### src/core/i2c_slave_pkg.sv
// constants shared by the serial slave controller files
package i2c_slave_pkg;
	localparam logic [6:0] SLAVE_ADDR_7 = 7'h36; // write form 8'h6c, read form 8'h6d
	localparam logic [3:0] BITS_PER_BYTE = 4'h8;
	localparam logic [3:0] ACK_BIT_INDEX = 4'h9;
	localparam logic [7:0] DATA_RESET = 8'h00;
	localparam int SYNC_STAGES = 2;
	typedef enum logic [2:0] {
		ST_IDLE,
		ST_ADDR,
		ST_ADDR_ACK,
		ST_RX,
		ST_RX_ACK,
		ST_TX,
		ST_TX_ACK,
		ST_IGNORE
	} link_state_t;
endpackage

### src/core/pin_sync.sv
// two-flop synchroniser for one pin input
`timescale 1ns/1ps
module pin_sync (
	input wire logic clk_sys,
	input wire logic rst_b,
	input wire logic pin_in,
	output logic pin_out
);
	logic stage_one;

	// first flop feeds only the second
	always_ff @(posedge clk_sys or negedge rst_b) begin
		if (!rst_b) begin
			stage_one <= 1'b1;
			pin_out <= 1'b1;
		end else begin
			stage_one <= pin_in;
			pin_out <= stage_one;
		end
	end
endmodule // pin_sync

### src/core/line_edges.sv
// edge and bus condition detector on synchronised scl and sda
`timescale 1ns/1ps
module line_edges (
	input wire logic clk_sys,
	input wire logic rst_b,
	input wire logic scl,
	input wire logic sda,
	output logic scl_rise,
	output logic scl_fall,
	output logic start_seen,
	output logic stop_seen
);
	logic scl_prev;
	logic sda_prev;

	// previous samples
	always_ff @(posedge clk_sys or negedge rst_b) begin
		if (!rst_b) begin
			scl_prev <= 1'b1;
			sda_prev <= 1'b1;
		end else begin
			scl_prev <= scl;
			sda_prev <= sda;
		end
	end

	// sda change while scl high marks start or stop
	assign scl_rise = scl & ~scl_prev;
	assign scl_fall = ~scl & scl_prev;
	assign start_seen = scl & scl_prev & sda_prev & ~sda;
	assign stop_seen = scl & scl_prev & ~sda_prev & sda;
endmodule // line_edges

### src/core/i2c_slave_controller.sv
// serial slave controller: fixed-address byte receiver and transmitter
//
// Operation
// - answer only to fixed slave address 0x36 (0x6c write form, 0x6d read form), not software changeable
// - when active, clock pin and data pin are inputs carrying scl and sda
// - data line driven only low; released otherwise, pull-up gives high
// - power-down disables interface; pins keep software-configured state
// - active only with slave enable set; interface then owns pin direction
// - each pin pull-up on only when both its control bits are set
// - after activation wait for start, shift 8 address bits, compare
// - on match drive sda low in 9th pulse and set address match flag
// - acknowledge each written data byte; completion sets receive full flag
// - reading shared data register returns byte and clears receive full flag
// - keep receiving until stop; stop sets the stop received flag
// - address lsb selects read; read address sets read direction flag
// - in reads accept new byte when transmit full clear; send until master nack or stop
// - overflow set when byte received before previous one was read
// - overflow set when software writes before previous byte moved to shifter
// - in program or debug mode refuse power-down requests from the bus
`timescale 1ns/1ps
module i2c_slave_controller
	import i2c_slave_pkg::*;
(
	input wire logic clk_sys,
	input wire logic rst_b,
	input wire logic serial_slave_enable,
	input wire logic general_call_enable,
	input wire logic power_down_req,
	input wire logic bus_power_down_cmd,
	input wire logic prog_debug_mode,
	input wire logic clock_pin_pull_ctrl_a,
	input wire logic clock_pin_pull_ctrl_b,
	input wire logic data_pin_pull_ctrl_a,
	input wire logic data_pin_pull_ctrl_b,
	input wire logic sw_clock_pin_out,
	input wire logic sw_clock_pin_oe,
	input wire logic sw_data_pin_out,
	input wire logic sw_data_pin_oe,
	input wire logic clock_port_pin_in,
	input wire logic data_port_pin_in,
	input wire logic data_read_strobe,
	input wire logic data_write_strobe,
	input wire logic [7:0] data_write_value,
	input wire logic flag_clear_strobe,
	output logic clock_port_pin_out,
	output logic clock_port_pin_oe,
	output logic data_port_pin_out,
	output logic data_port_pin_oe,
	output logic clock_pin_pullup_en,
	output logic data_pin_pullup_en,
	output logic [7:0] shared_data_register,
	output logic address_match_flag,
	output logic receive_buffer_full_flag,
	output logic transmit_buffer_full_flag,
	output logic read_direction_flag,
	output logic stop_received_flag,
	output logic data_overflow_flag,
	output logic powered_down
);
	import i2c_slave_pkg::*;

	// -------------------------------------------------------------
	// pin sampling and bus conditions
	// -------------------------------------------------------------
	logic scl;
	logic sda;
	logic scl_rise;
	logic scl_fall;
	logic start_seen;
	logic stop_seen;
	logic active;

	pin_sync u_scl_sync (
		.clk_sys(clk_sys),
		.rst_b(rst_b),
		.pin_in(clock_port_pin_in),
		.pin_out(scl)
	);

	pin_sync u_sda_sync (
		.clk_sys(clk_sys),
		.rst_b(rst_b),
		.pin_in(data_port_pin_in),
		.pin_out(sda)
	);

	line_edges u_edges (
		.clk_sys(clk_sys),
		.rst_b(rst_b),
		.scl(scl),
		.sda(sda),
		.scl_rise(scl_rise),
		.scl_fall(scl_fall),
		.start_seen(start_seen),
		.stop_seen(stop_seen)
	);

	// -------------------------------------------------------------
	// power state
	// -------------------------------------------------------------
	// bus power-down commands are ignored in program or debug mode
	always_ff @(posedge clk_sys or negedge rst_b) begin
		if (!rst_b) begin
			powered_down <= 1'b0;
		end else if (power_down_req) begin
			powered_down <= 1'b1;
		end else if (bus_power_down_cmd && !prog_debug_mode) begin
			powered_down <= 1'b1;
		end else if (!power_down_req && !bus_power_down_cmd && powered_down
			&& serial_slave_enable && !prog_debug_mode) begin
			powered_down <= powered_down; // wake handled by system reset
		end
	end

	assign active = serial_slave_enable && !powered_down;

	// -------------------------------------------------------------
	// bit engine
	// -------------------------------------------------------------
	link_state_t state;
	logic [3:0] bit_cnt;
	logic [7:0] shift;
	logic [7:0] tx_hold;
	logic sda_low;
	logic tx_load;
	logic rx_done;
	logic master_nack;

	// receive shift on rising scl, count bits per byte
	always_ff @(posedge clk_sys or negedge rst_b) begin
		if (!rst_b) begin
			state <= ST_IDLE;
			bit_cnt <= 4'h0;
			shift <= DATA_RESET;
			master_nack <= 1'b0;
		end else if (!active || stop_seen) begin
			state <= ST_IDLE;
			bit_cnt <= 4'h0;
		end else if (start_seen) begin
			state <= ST_ADDR;
			bit_cnt <= 4'h0;
		end else begin
			unique case (state)
				ST_IDLE, ST_IGNORE: begin
					bit_cnt <= 4'h0;
				end
				ST_ADDR, ST_RX: begin
					if (scl_rise) begin
						shift <= {shift[6:0], sda};
						bit_cnt <= bit_cnt + 4'h1;
					end else if (scl_fall && bit_cnt == BITS_PER_BYTE) begin
						if (state == ST_RX) begin
							state <= ST_RX_ACK;
						end else if (shift[7:1] == SLAVE_ADDR_7) begin
							state <= ST_ADDR_ACK;
						end else begin
							state <= ST_IGNORE;
						end
					end
				end
				ST_ADDR_ACK, ST_RX_ACK: begin
					if (scl_rise) begin
						bit_cnt <= ACK_BIT_INDEX;
					end else if (scl_fall && bit_cnt == ACK_BIT_INDEX) begin
						bit_cnt <= 4'h0;
						if (state == ST_ADDR_ACK && read_direction_flag) begin
							state <= ST_TX;
						end else begin
							state <= ST_RX;
						end
					end
				end
				ST_TX: begin
					if (scl_fall) begin
						if (bit_cnt == BITS_PER_BYTE - 4'h1) begin
							state <= ST_TX_ACK;
						end
						bit_cnt <= bit_cnt + 4'h1;
						shift <= {shift[6:0], 1'b1};
					end
				end
				ST_TX_ACK: begin
					if (scl_rise) begin
						master_nack <= sda;
					end else if (scl_fall && bit_cnt == BITS_PER_BYTE) begin
						bit_cnt <= 4'h0;
						state <= master_nack ? ST_IGNORE : ST_TX;
					end
				end
			endcase
			if (tx_load) begin
				shift <= tx_hold;
			end
		end
	end

	// byte done, and loading of transmit byte on entry to a byte
	assign rx_done = (state == ST_RX) && scl_fall && (bit_cnt == BITS_PER_BYTE);
	assign tx_load = transmit_buffer_full_flag && scl_fall
		&& ((state == ST_ADDR_ACK && bit_cnt == ACK_BIT_INDEX && read_direction_flag)
		|| (state == ST_TX_ACK && bit_cnt == BITS_PER_BYTE && !master_nack));

	// data pin low level: ack slots and zero bits of transmit data
	always_comb begin
		unique case (state)
			ST_ADDR_ACK, ST_RX_ACK: sda_low = 1'b1;
			ST_TX: sda_low = !shift[7];
			default: sda_low = 1'b0;
		endcase
	end

	// -------------------------------------------------------------
	// software data register and flags
	// -------------------------------------------------------------
	// transmit holding byte
	always_ff @(posedge clk_sys or negedge rst_b) begin
		if (!rst_b) begin
			tx_hold <= DATA_RESET;
			transmit_buffer_full_flag <= 1'b0;
		end else if (data_write_strobe) begin
			tx_hold <= data_write_value;
			transmit_buffer_full_flag <= 1'b1;
		end else if (tx_load || !active) begin
			transmit_buffer_full_flag <= 1'b0;
		end
	end

	// shared data register shows received byte or last written byte
	always_ff @(posedge clk_sys or negedge rst_b) begin
		if (!rst_b) begin
			shared_data_register <= DATA_RESET;
		end else if (rx_done) begin
			shared_data_register <= shift;
		end else if (data_write_strobe) begin
			shared_data_register <= data_write_value;
		end
	end

	// receive full: set wins over clear on read
	always_ff @(posedge clk_sys or negedge rst_b) begin
		if (!rst_b) begin
			receive_buffer_full_flag <= 1'b0;
		end else if (rx_done) begin
			receive_buffer_full_flag <= 1'b1;
		end else if (data_read_strobe) begin
			receive_buffer_full_flag <= 1'b0;
		end
	end

	// overflow: late read or early write
	always_ff @(posedge clk_sys or negedge rst_b) begin
		if (!rst_b) begin
			data_overflow_flag <= 1'b0;
		end else if (rx_done && receive_buffer_full_flag && !data_read_strobe) begin
			data_overflow_flag <= 1'b1;
		end else if (data_write_strobe && transmit_buffer_full_flag && !tx_load) begin
			data_overflow_flag <= 1'b1;
		end else if (flag_clear_strobe) begin
			data_overflow_flag <= 1'b0;
		end
	end

	// address match and direction, stop flag
	always_ff @(posedge clk_sys or negedge rst_b) begin
		if (!rst_b) begin
			address_match_flag <= 1'b0;
			read_direction_flag <= 1'b0;
		end else if (state == ST_ADDR && scl_fall && bit_cnt == BITS_PER_BYTE
			&& shift[7:1] == SLAVE_ADDR_7) begin
			address_match_flag <= 1'b1;
			read_direction_flag <= shift[0];
		end else if (start_seen || flag_clear_strobe) begin
			address_match_flag <= 1'b0;
			read_direction_flag <= 1'b0;
		end
	end

	always_ff @(posedge clk_sys or negedge rst_b) begin
		if (!rst_b) begin
			stop_received_flag <= 1'b0;
		end else if (active && stop_seen) begin
			stop_received_flag <= 1'b1;
		end else if (flag_clear_strobe || start_seen) begin
			stop_received_flag <= 1'b0;
		end
	end

	// -------------------------------------------------------------
	// pin drivers
	// -------------------------------------------------------------
	// interface owns direction when active; otherwise software settings stand
	always_ff @(posedge clk_sys or negedge rst_b) begin
		if (!rst_b) begin
			clock_port_pin_out <= 1'b0;
			clock_port_pin_oe <= 1'b0;
			data_port_pin_out <= 1'b0;
			data_port_pin_oe <= 1'b0;
		end else if (active) begin
			clock_port_pin_out <= 1'b0;
			clock_port_pin_oe <= 1'b0;
			data_port_pin_out <= 1'b0;
			data_port_pin_oe <= sda_low;
		end else begin
			clock_port_pin_out <= sw_clock_pin_out;
			clock_port_pin_oe <= sw_clock_pin_oe;
			data_port_pin_out <= sw_data_pin_out;
			data_port_pin_oe <= sw_data_pin_oe;
		end
	end

	// pull-ups need both control bits
	always_ff @(posedge clk_sys or negedge rst_b) begin
		if (!rst_b) begin
			clock_pin_pullup_en <= 1'b0;
			data_pin_pullup_en <= 1'b0;
		end else begin
			clock_pin_pullup_en <= clock_pin_pull_ctrl_a & clock_pin_pull_ctrl_b;
			data_pin_pullup_en <= data_pin_pull_ctrl_a & data_pin_pull_ctrl_b;
		end
	end

endmodule // i2c_slave_controller

### config.mk
export PLATFORM = sky130hd
export DESIGN_NAME = i2c_slave_controller
export DESIGN_NICKNAME = d
export VERILOG_FILES = /design/src/core/i2c_slave_pkg.sv /design/src/core/pin_sync.sv /design/src/core/line_edges.sv /design/src/core/i2c_slave_controller.sv
export SDC_FILE = /design/constraint.sdc
export NUM_CORES = 1
export LEC_CHECK = 0
export BUFFER_PORTS_ARGS = -buffer_cell sky130_fd_sc_hd__buf_2
export CAP_MARGIN = 30
export CORE_ASPECT_RATIO = 1.75
export CORE_MARGIN = 1.5
export CORE_UTILIZATION = 30
export CTS_BUF_LIST = sky130_fd_sc_hd__clkbuf_4 sky130_fd_sc_hd__clkbuf_8 sky130_fd_sc_hd__clkbuf_16
export DETAILED_ROUTE_END_ITERATION = 10
export GPL_ROUTABILITY_DRIVEN = 0
export HOLD_SLACK_MARGIN = 0.06
export PLACE_DENSITY = 0.51
export SETUP_SLACK_MARGIN = 0.3
export SLEW_MARGIN = 20
export SYNTH_ARGS = -nofsm -noshare
export SYNTH_HDL_FRONTEND = slang
export SYNTH_HIERARCHICAL = 1
export SYNTH_SLANG_ARGS = --single-unit
### constraint.sdc
create_clock -name clk_sys -period 2.5 [get_ports clk_sys]
set_input_delay 0.125 -clock clk_sys [delete_from_list [all_inputs] [get_ports clk_sys]]
set_output_delay 0.125 -clock clk_sys [all_outputs]
set_load 0.005 [all_outputs]
# Yosys cells after proc, flatten, opt, wreduce, memory -nomap -nowiden
# Cells that the tools add are included.
# classes
n_mux	48
n_eq_ne	23
add_sub_neg	1
n_reduce_logical	49
bitwise	15
# op_table
cell	n
8-bit 2-to-1 mux	5
3-bit 2-to-1 mux	13
4-bit != test (second input constant)	9
4-bit 2-to-1 mux	8
1-bit logical AND	21
4-bit one-hot mux with 5 select lines	1
1-bit 2-to-1 mux	17
8-bit one-hot mux with 2 select lines	1
3-bit == test (second input constant)	4
3-bit one-hot mux with 4 select lines	1
2-bit nonzero test	6
5-bit AND reduction	2
1-bit AND	9
9-bit AND reduction	1
4-bit == test (second input constant)	2
7-bit by 6-bit == test with 1-bit output (second input constant)	1
1-bit zero test	7
3-bit by 2-bit == test with 1-bit output (second input constant)	2
3-bit != test (second input constant)	2
1-bit inverter	6
3-bit nonzero test	2
6-bit nonzero test	1
2-bit OR reduction	3
5-bit != test (second input constant)	1
other kinds (8)	11
# totals
regBits	51

# Logic depth before layout (Yosys ltp)
# logic_depth
ltp_word	9
ltp_mapped	8

# Hierarchy
# The synthesis kept the hierarchy.
# modules_own_cells
module	instances	area_each_um2	seq_area_each_um2	cells_per_inst
i2c_slave_controller	1	2383.5	1126.1	215
pin_sync	2	52.6	52.6	2
line_edges	1	85.1	52.6	6

# Worst setup path after synthesis
# OpenSTA, ideal clock, no wires.
# synth_timing
path_type	reg2reg
from	register u_sda_sync.pin_out
to	register master_nack
arrival_ns	1.888
path_stages_with_launch	6
slack_ns	0.485
cell_sequence	dfstp_2 > and4b_1 > nor4b_4 > and2_4 > nand4b_1 > mux2_1
# synth_between
elab_chain_cells	4
word_cells_on_any_way	7
classes_between	bitwise (5); reduce/logical (2)
# synth_rtl
item	line	source
from (decl)	pin_sync.sv:7	output logic pin_out
from (signal assigned)	pin_sync.sv:18	pin_out <= stage_one;
1-bit inverter	line_edges.sv:30	assign start_seen = scl & scl_prev & sda_prev & ~sda;
1-bit AND	line_edges.sv:30	
via start_seen	i2c_slave_controller.sv:69	logic start_seen;
1-bit inverter (no source line)	-	
4-bit AND reduction (no source line)	-	
to (signal assigned)	i2c_slave_controller.sv:135	master_nack <= 1'b0;
to (signal assigned)	i2c_slave_controller.sv:184	master_nack <= sda;
to (decl)	i2c_slave_controller.sv:127	logic master_nack;
# The timed path passes the listed nets, and every way through them passes these cells.
# A chain may end at the register's enable or synchronous reset.

# Final worst setup path
# layout_timing
from	register u_sda_sync.pin_out
to	register bit_cnt[3]
# layout_between
elab_chain_cells	4
word_cells_on_any_way	12
classes_between	eq/ne (5); mux (2); bitwise (3); reduce/logical (2)
# layout_rtl
item	line	source
1-bit AND (*)	line_edges.sv:31	assign stop_seen = scl & scl_prev & ~sda_prev & sda;
via stop_seen	i2c_slave_controller.sv:70	logic stop_seen;
1-bit logical OR (*)	i2c_slave_controller.sv:136	end else if (!active || stop_seen) begin
5-bit != test (no source line) / 4-bit != test (equally long branches)	-	
5-bit AND reduction (no source line)	-	
to (signal assigned)	i2c_slave_controller.sv:150	bit_cnt <= bit_cnt + 4'h1;
to (signal assigned)	i2c_slave_controller.sv:178	bit_cnt <= bit_cnt + 4'h1;
to (decl)	i2c_slave_controller.sv:121	logic [3:0] bit_cnt;
# Mark *: on every way through the listed nets, which the timed path passes. The rest lies on a longest branch.

==> flow_summary.json <==
{
  "min_period_ns": 2.07,
  "rows": 44,
  "crit_slowest_cell": "dfstp_2",
  "cts_max_level": 2,
  "path_class": "register to register",
  "via_per_inst": 4.84,
  "dp_hpwl_um": 4590,
  "synth_cell_types": 59,
  "antenna_found_initial": 0,
  "initial_core_util_pct": 31.0,
  "setup_viol": 0,
  "cts.reportedPaths.clkPinSlew_ns": 0.07,
  "required_ns": 2.67,
  "ys_seq_area_share_pct": 49.9,
  "drv_cap": 0,
  "max_freq_ghz": 0.484,
  "die_h_um": 126,
  "netlist_area_um2": 2570,
  "crit_path_end_kind": "register",
  "route.detailed.drc": 0,
  "port_buffers": 47,
  "cts.sinks": 51,
  "die_area_um2": 9170,
  "drtAntennaViolNets": 0,
  "ios": 49,
  "gr-total-overflow": 0,
  "grt_util_all_layers_pct": 15.2,
  "dp.cells": 382,
  "grt_pass1_wl_um": 10700,
  "core_um2": 8310,
  "final_core_util_pct": 39.7,
  "synth-seq-cells": 51,
  "grt_max_degree": 26,
  "status": "finished, final reports clean",
  "relSlewSlack_pct": 68.4,
  "clk-insertion-delay-late_ns": 0.29,
  "die_w_um": 73.0,
  "fin_nets": 321,
  "fin_area_um2": 3300,
  "async_flop_share_pct": 100,
  "layoutNonFillerInstCount": 406,
  "placed_area_um2": 2930,
  "slowest_delay_ns": 0.58,
  "rsz0062_at_grt": "yes",
  "antenna_cells": 0,
  "root_buffer": "clkbuf_16",
  "arrival_ns": 2.24,
  "wl_per_cell_um": 15.5,
  "worst_slew_pin_slew_ns": 0.471,
  "clock_path_buffers": 2,
  "skew_ns": 0.00503,
  "area_growth_pct": 28.1,
  "drive_gt1_share_pct": 31.3,
  "vias": 1964,
  "synth_edf_count": 0,
  "max-vdd-ir-drop_v": 0.000405,
  "pwr_density_cell_nw_per_um2": 577,
  "yosys_warnings": 6,
  "synth_fp_nets": 256,
  "avgSynthCellArea_um2": 11.4,
  "cts_tree": "yes",
  "totalWireLength_um": 6270,
  "hold_viol_final": 0,
  "hp-class": "input port to register",
  "synthesis.instances": 225,
  "finalMaxSlewViolations": 0,
  "reg2reg_setup_slack_ns": 0.43,
  "cts_buffers": 5,
  "setup_tns_ns": 0,
  "drt_iter0_drc": 91,
  "period_share_pct": 82.7,
  "p_leak_nw": 1.52,
  "grt_pass1_vias": 2057,
  "critPathMaxFanout": 7,
  "worstPathCellList": "and4b_1, nor4b_4, buf_4, and2b_1, a22oi_2, mux2_1",
  "first_pass_iters": 4,
  "yosys_most_used_dff": "dfrtp_1",
  "whs_ns": 0.0696,
  "startpoint_type": "register"
}
## layout make-up
cell class,instances,area (um2)
Tap cell,115,144
Fill cell,840,5010
Sequential cell,51,1280
Multi-Input combinational cell,152,1200
Inverter,10,37.5
Clock inverter,3,67.6
Clock buffer,5,125
Timing Repair Buffer,70,443
## critical path: cells and delay by family, from the launching register on
kind | cells | cell delay, ns
simple gates | 3 | 0.54
buf+inv | 1 | 0.17
flops | 1 | 0.58
mux | 1 | 0.36
compound gates | 1 | 0.30
## synthesized netlist by cell type, drive strengths merged (3+ instances only)
cell | count | share of area [%]
a21oi | 11 | 2.1
and2 | 6 | 1.6
and3 | 3 | 0.73
and4b | 3 | 1.2
buf | 8 | 2.2
clkbuf | 4 | 0.58
dfrtp | 45 | 44
dfstp | 6 | 6.1
ha | 3 | 1.5
inv | 10 | 1.5
mux2 | 10 | 4.4
mux2i | 13 | 5.1
nand2 | 10 | 1.6
nand2b | 5 | 1.2
nand3b | 4 | 1.7
nor2 | 16 | 2.3
nor2b | 5 | 1.2
o21a | 8 | 2.3
o21ai | 7 | 1.5
o31ai | 3 | 0.87
o32a | 8 | 3.1
## flip-flops by register name (all words and copies together), names as in the netlist, 3 cells and up
| signal | flops |
|---|---|
| tx_hold | 8 |
| bit_cnt | 4 |
| state | 3 |
| shared_data_register | 8 |
| shift | 8 |
## path summary, 6_finish.rpt
path,from,end,cells past startpoint
min in group asynchronous,rst_b,data_overflow_flag,2
max in group asynchronous,rst_b,u_edges/scl_prev,3
max reg2reg,u_sda_sync/pin_out,bit_cnt[3],6
min,data_write_value[0],tx_hold[0],3
min reg2reg,u_scl_sync/stage_one,u_scl_sync/pin_out,0
max,u_sda_sync/pin_out,bit_cnt[3],6
## cell usage in the layout, fill, tap and decap left out, drive strengths merged, types with 3 or more instances in the layout
cell type    instances
and3                 3
inv                 10
nand2b               5
o21ai                7
dlygate4sd3         14
dfrtp               45
mux2i               13
nand2               10
dfstp                6
ha                   3
and4b                3
and2                 6
clkbuf               5
nor2                16
o31ai                3
buf                 56
mux2                10
a21oi               11
nor2b                5
nand3b               4
o32a                 8
o21a                 8
## routing by layer
| layer | wire length, um | GRT usage (%) | vias up |
|---|---|---|---|
| met5 | 0 | 0 | - |
| met4 | 94 | 5.44 | 0 |
| met3 | 144 | 2.18 | 7 |
| met2 | 3590 | 27.7 | 27 |
| met1 | 2450 | 17.2 | 986 |
| li1 | - | - | 944 |
## report_power, final
| group | switching (mW) | total, mW | internal (mW) |
|---|---|---|---|
| Combinational | 0.0627 | 0.137 | 0.0740 |
| Clock | 0.307 | 0.881 | 0.573 |
| Sequential | 0.0197 | 0.886 | 0.867 |
| Total | 0.390 | 1.90 | 1.51 |
## metrics by stage
step                      setup WS (ns)  total power [mW]
final                             0.433              1.90
after global routing              0.277              1.98
after CTS                         0.317              1.94
after detailed placement          0.260              1.03
after global placement            0.298              1.02
after floorplan                   0.485             0.949
## what timing repair did
item,in CTS,in global routing
resized for setup,1,2
cloned,0,0
hold endpoints to repair,33,0
endpoints found under the setup margin,1,13
buffers inserted,0,2
hold buffers,14,0
pin swaps,1,1
## cells by family after synthesis
logic type	share of synthesized area, %
xor gates and xnor gates	1.02
muxes	9.43
DFF	49.9
and+or+nand+nor	17.6
buffers and inverters	4.28
AOI/OAI and AO/OA	16.4
adders and majority gates	1.46
No activity file was read; power rests on OpenSTA's default activity.
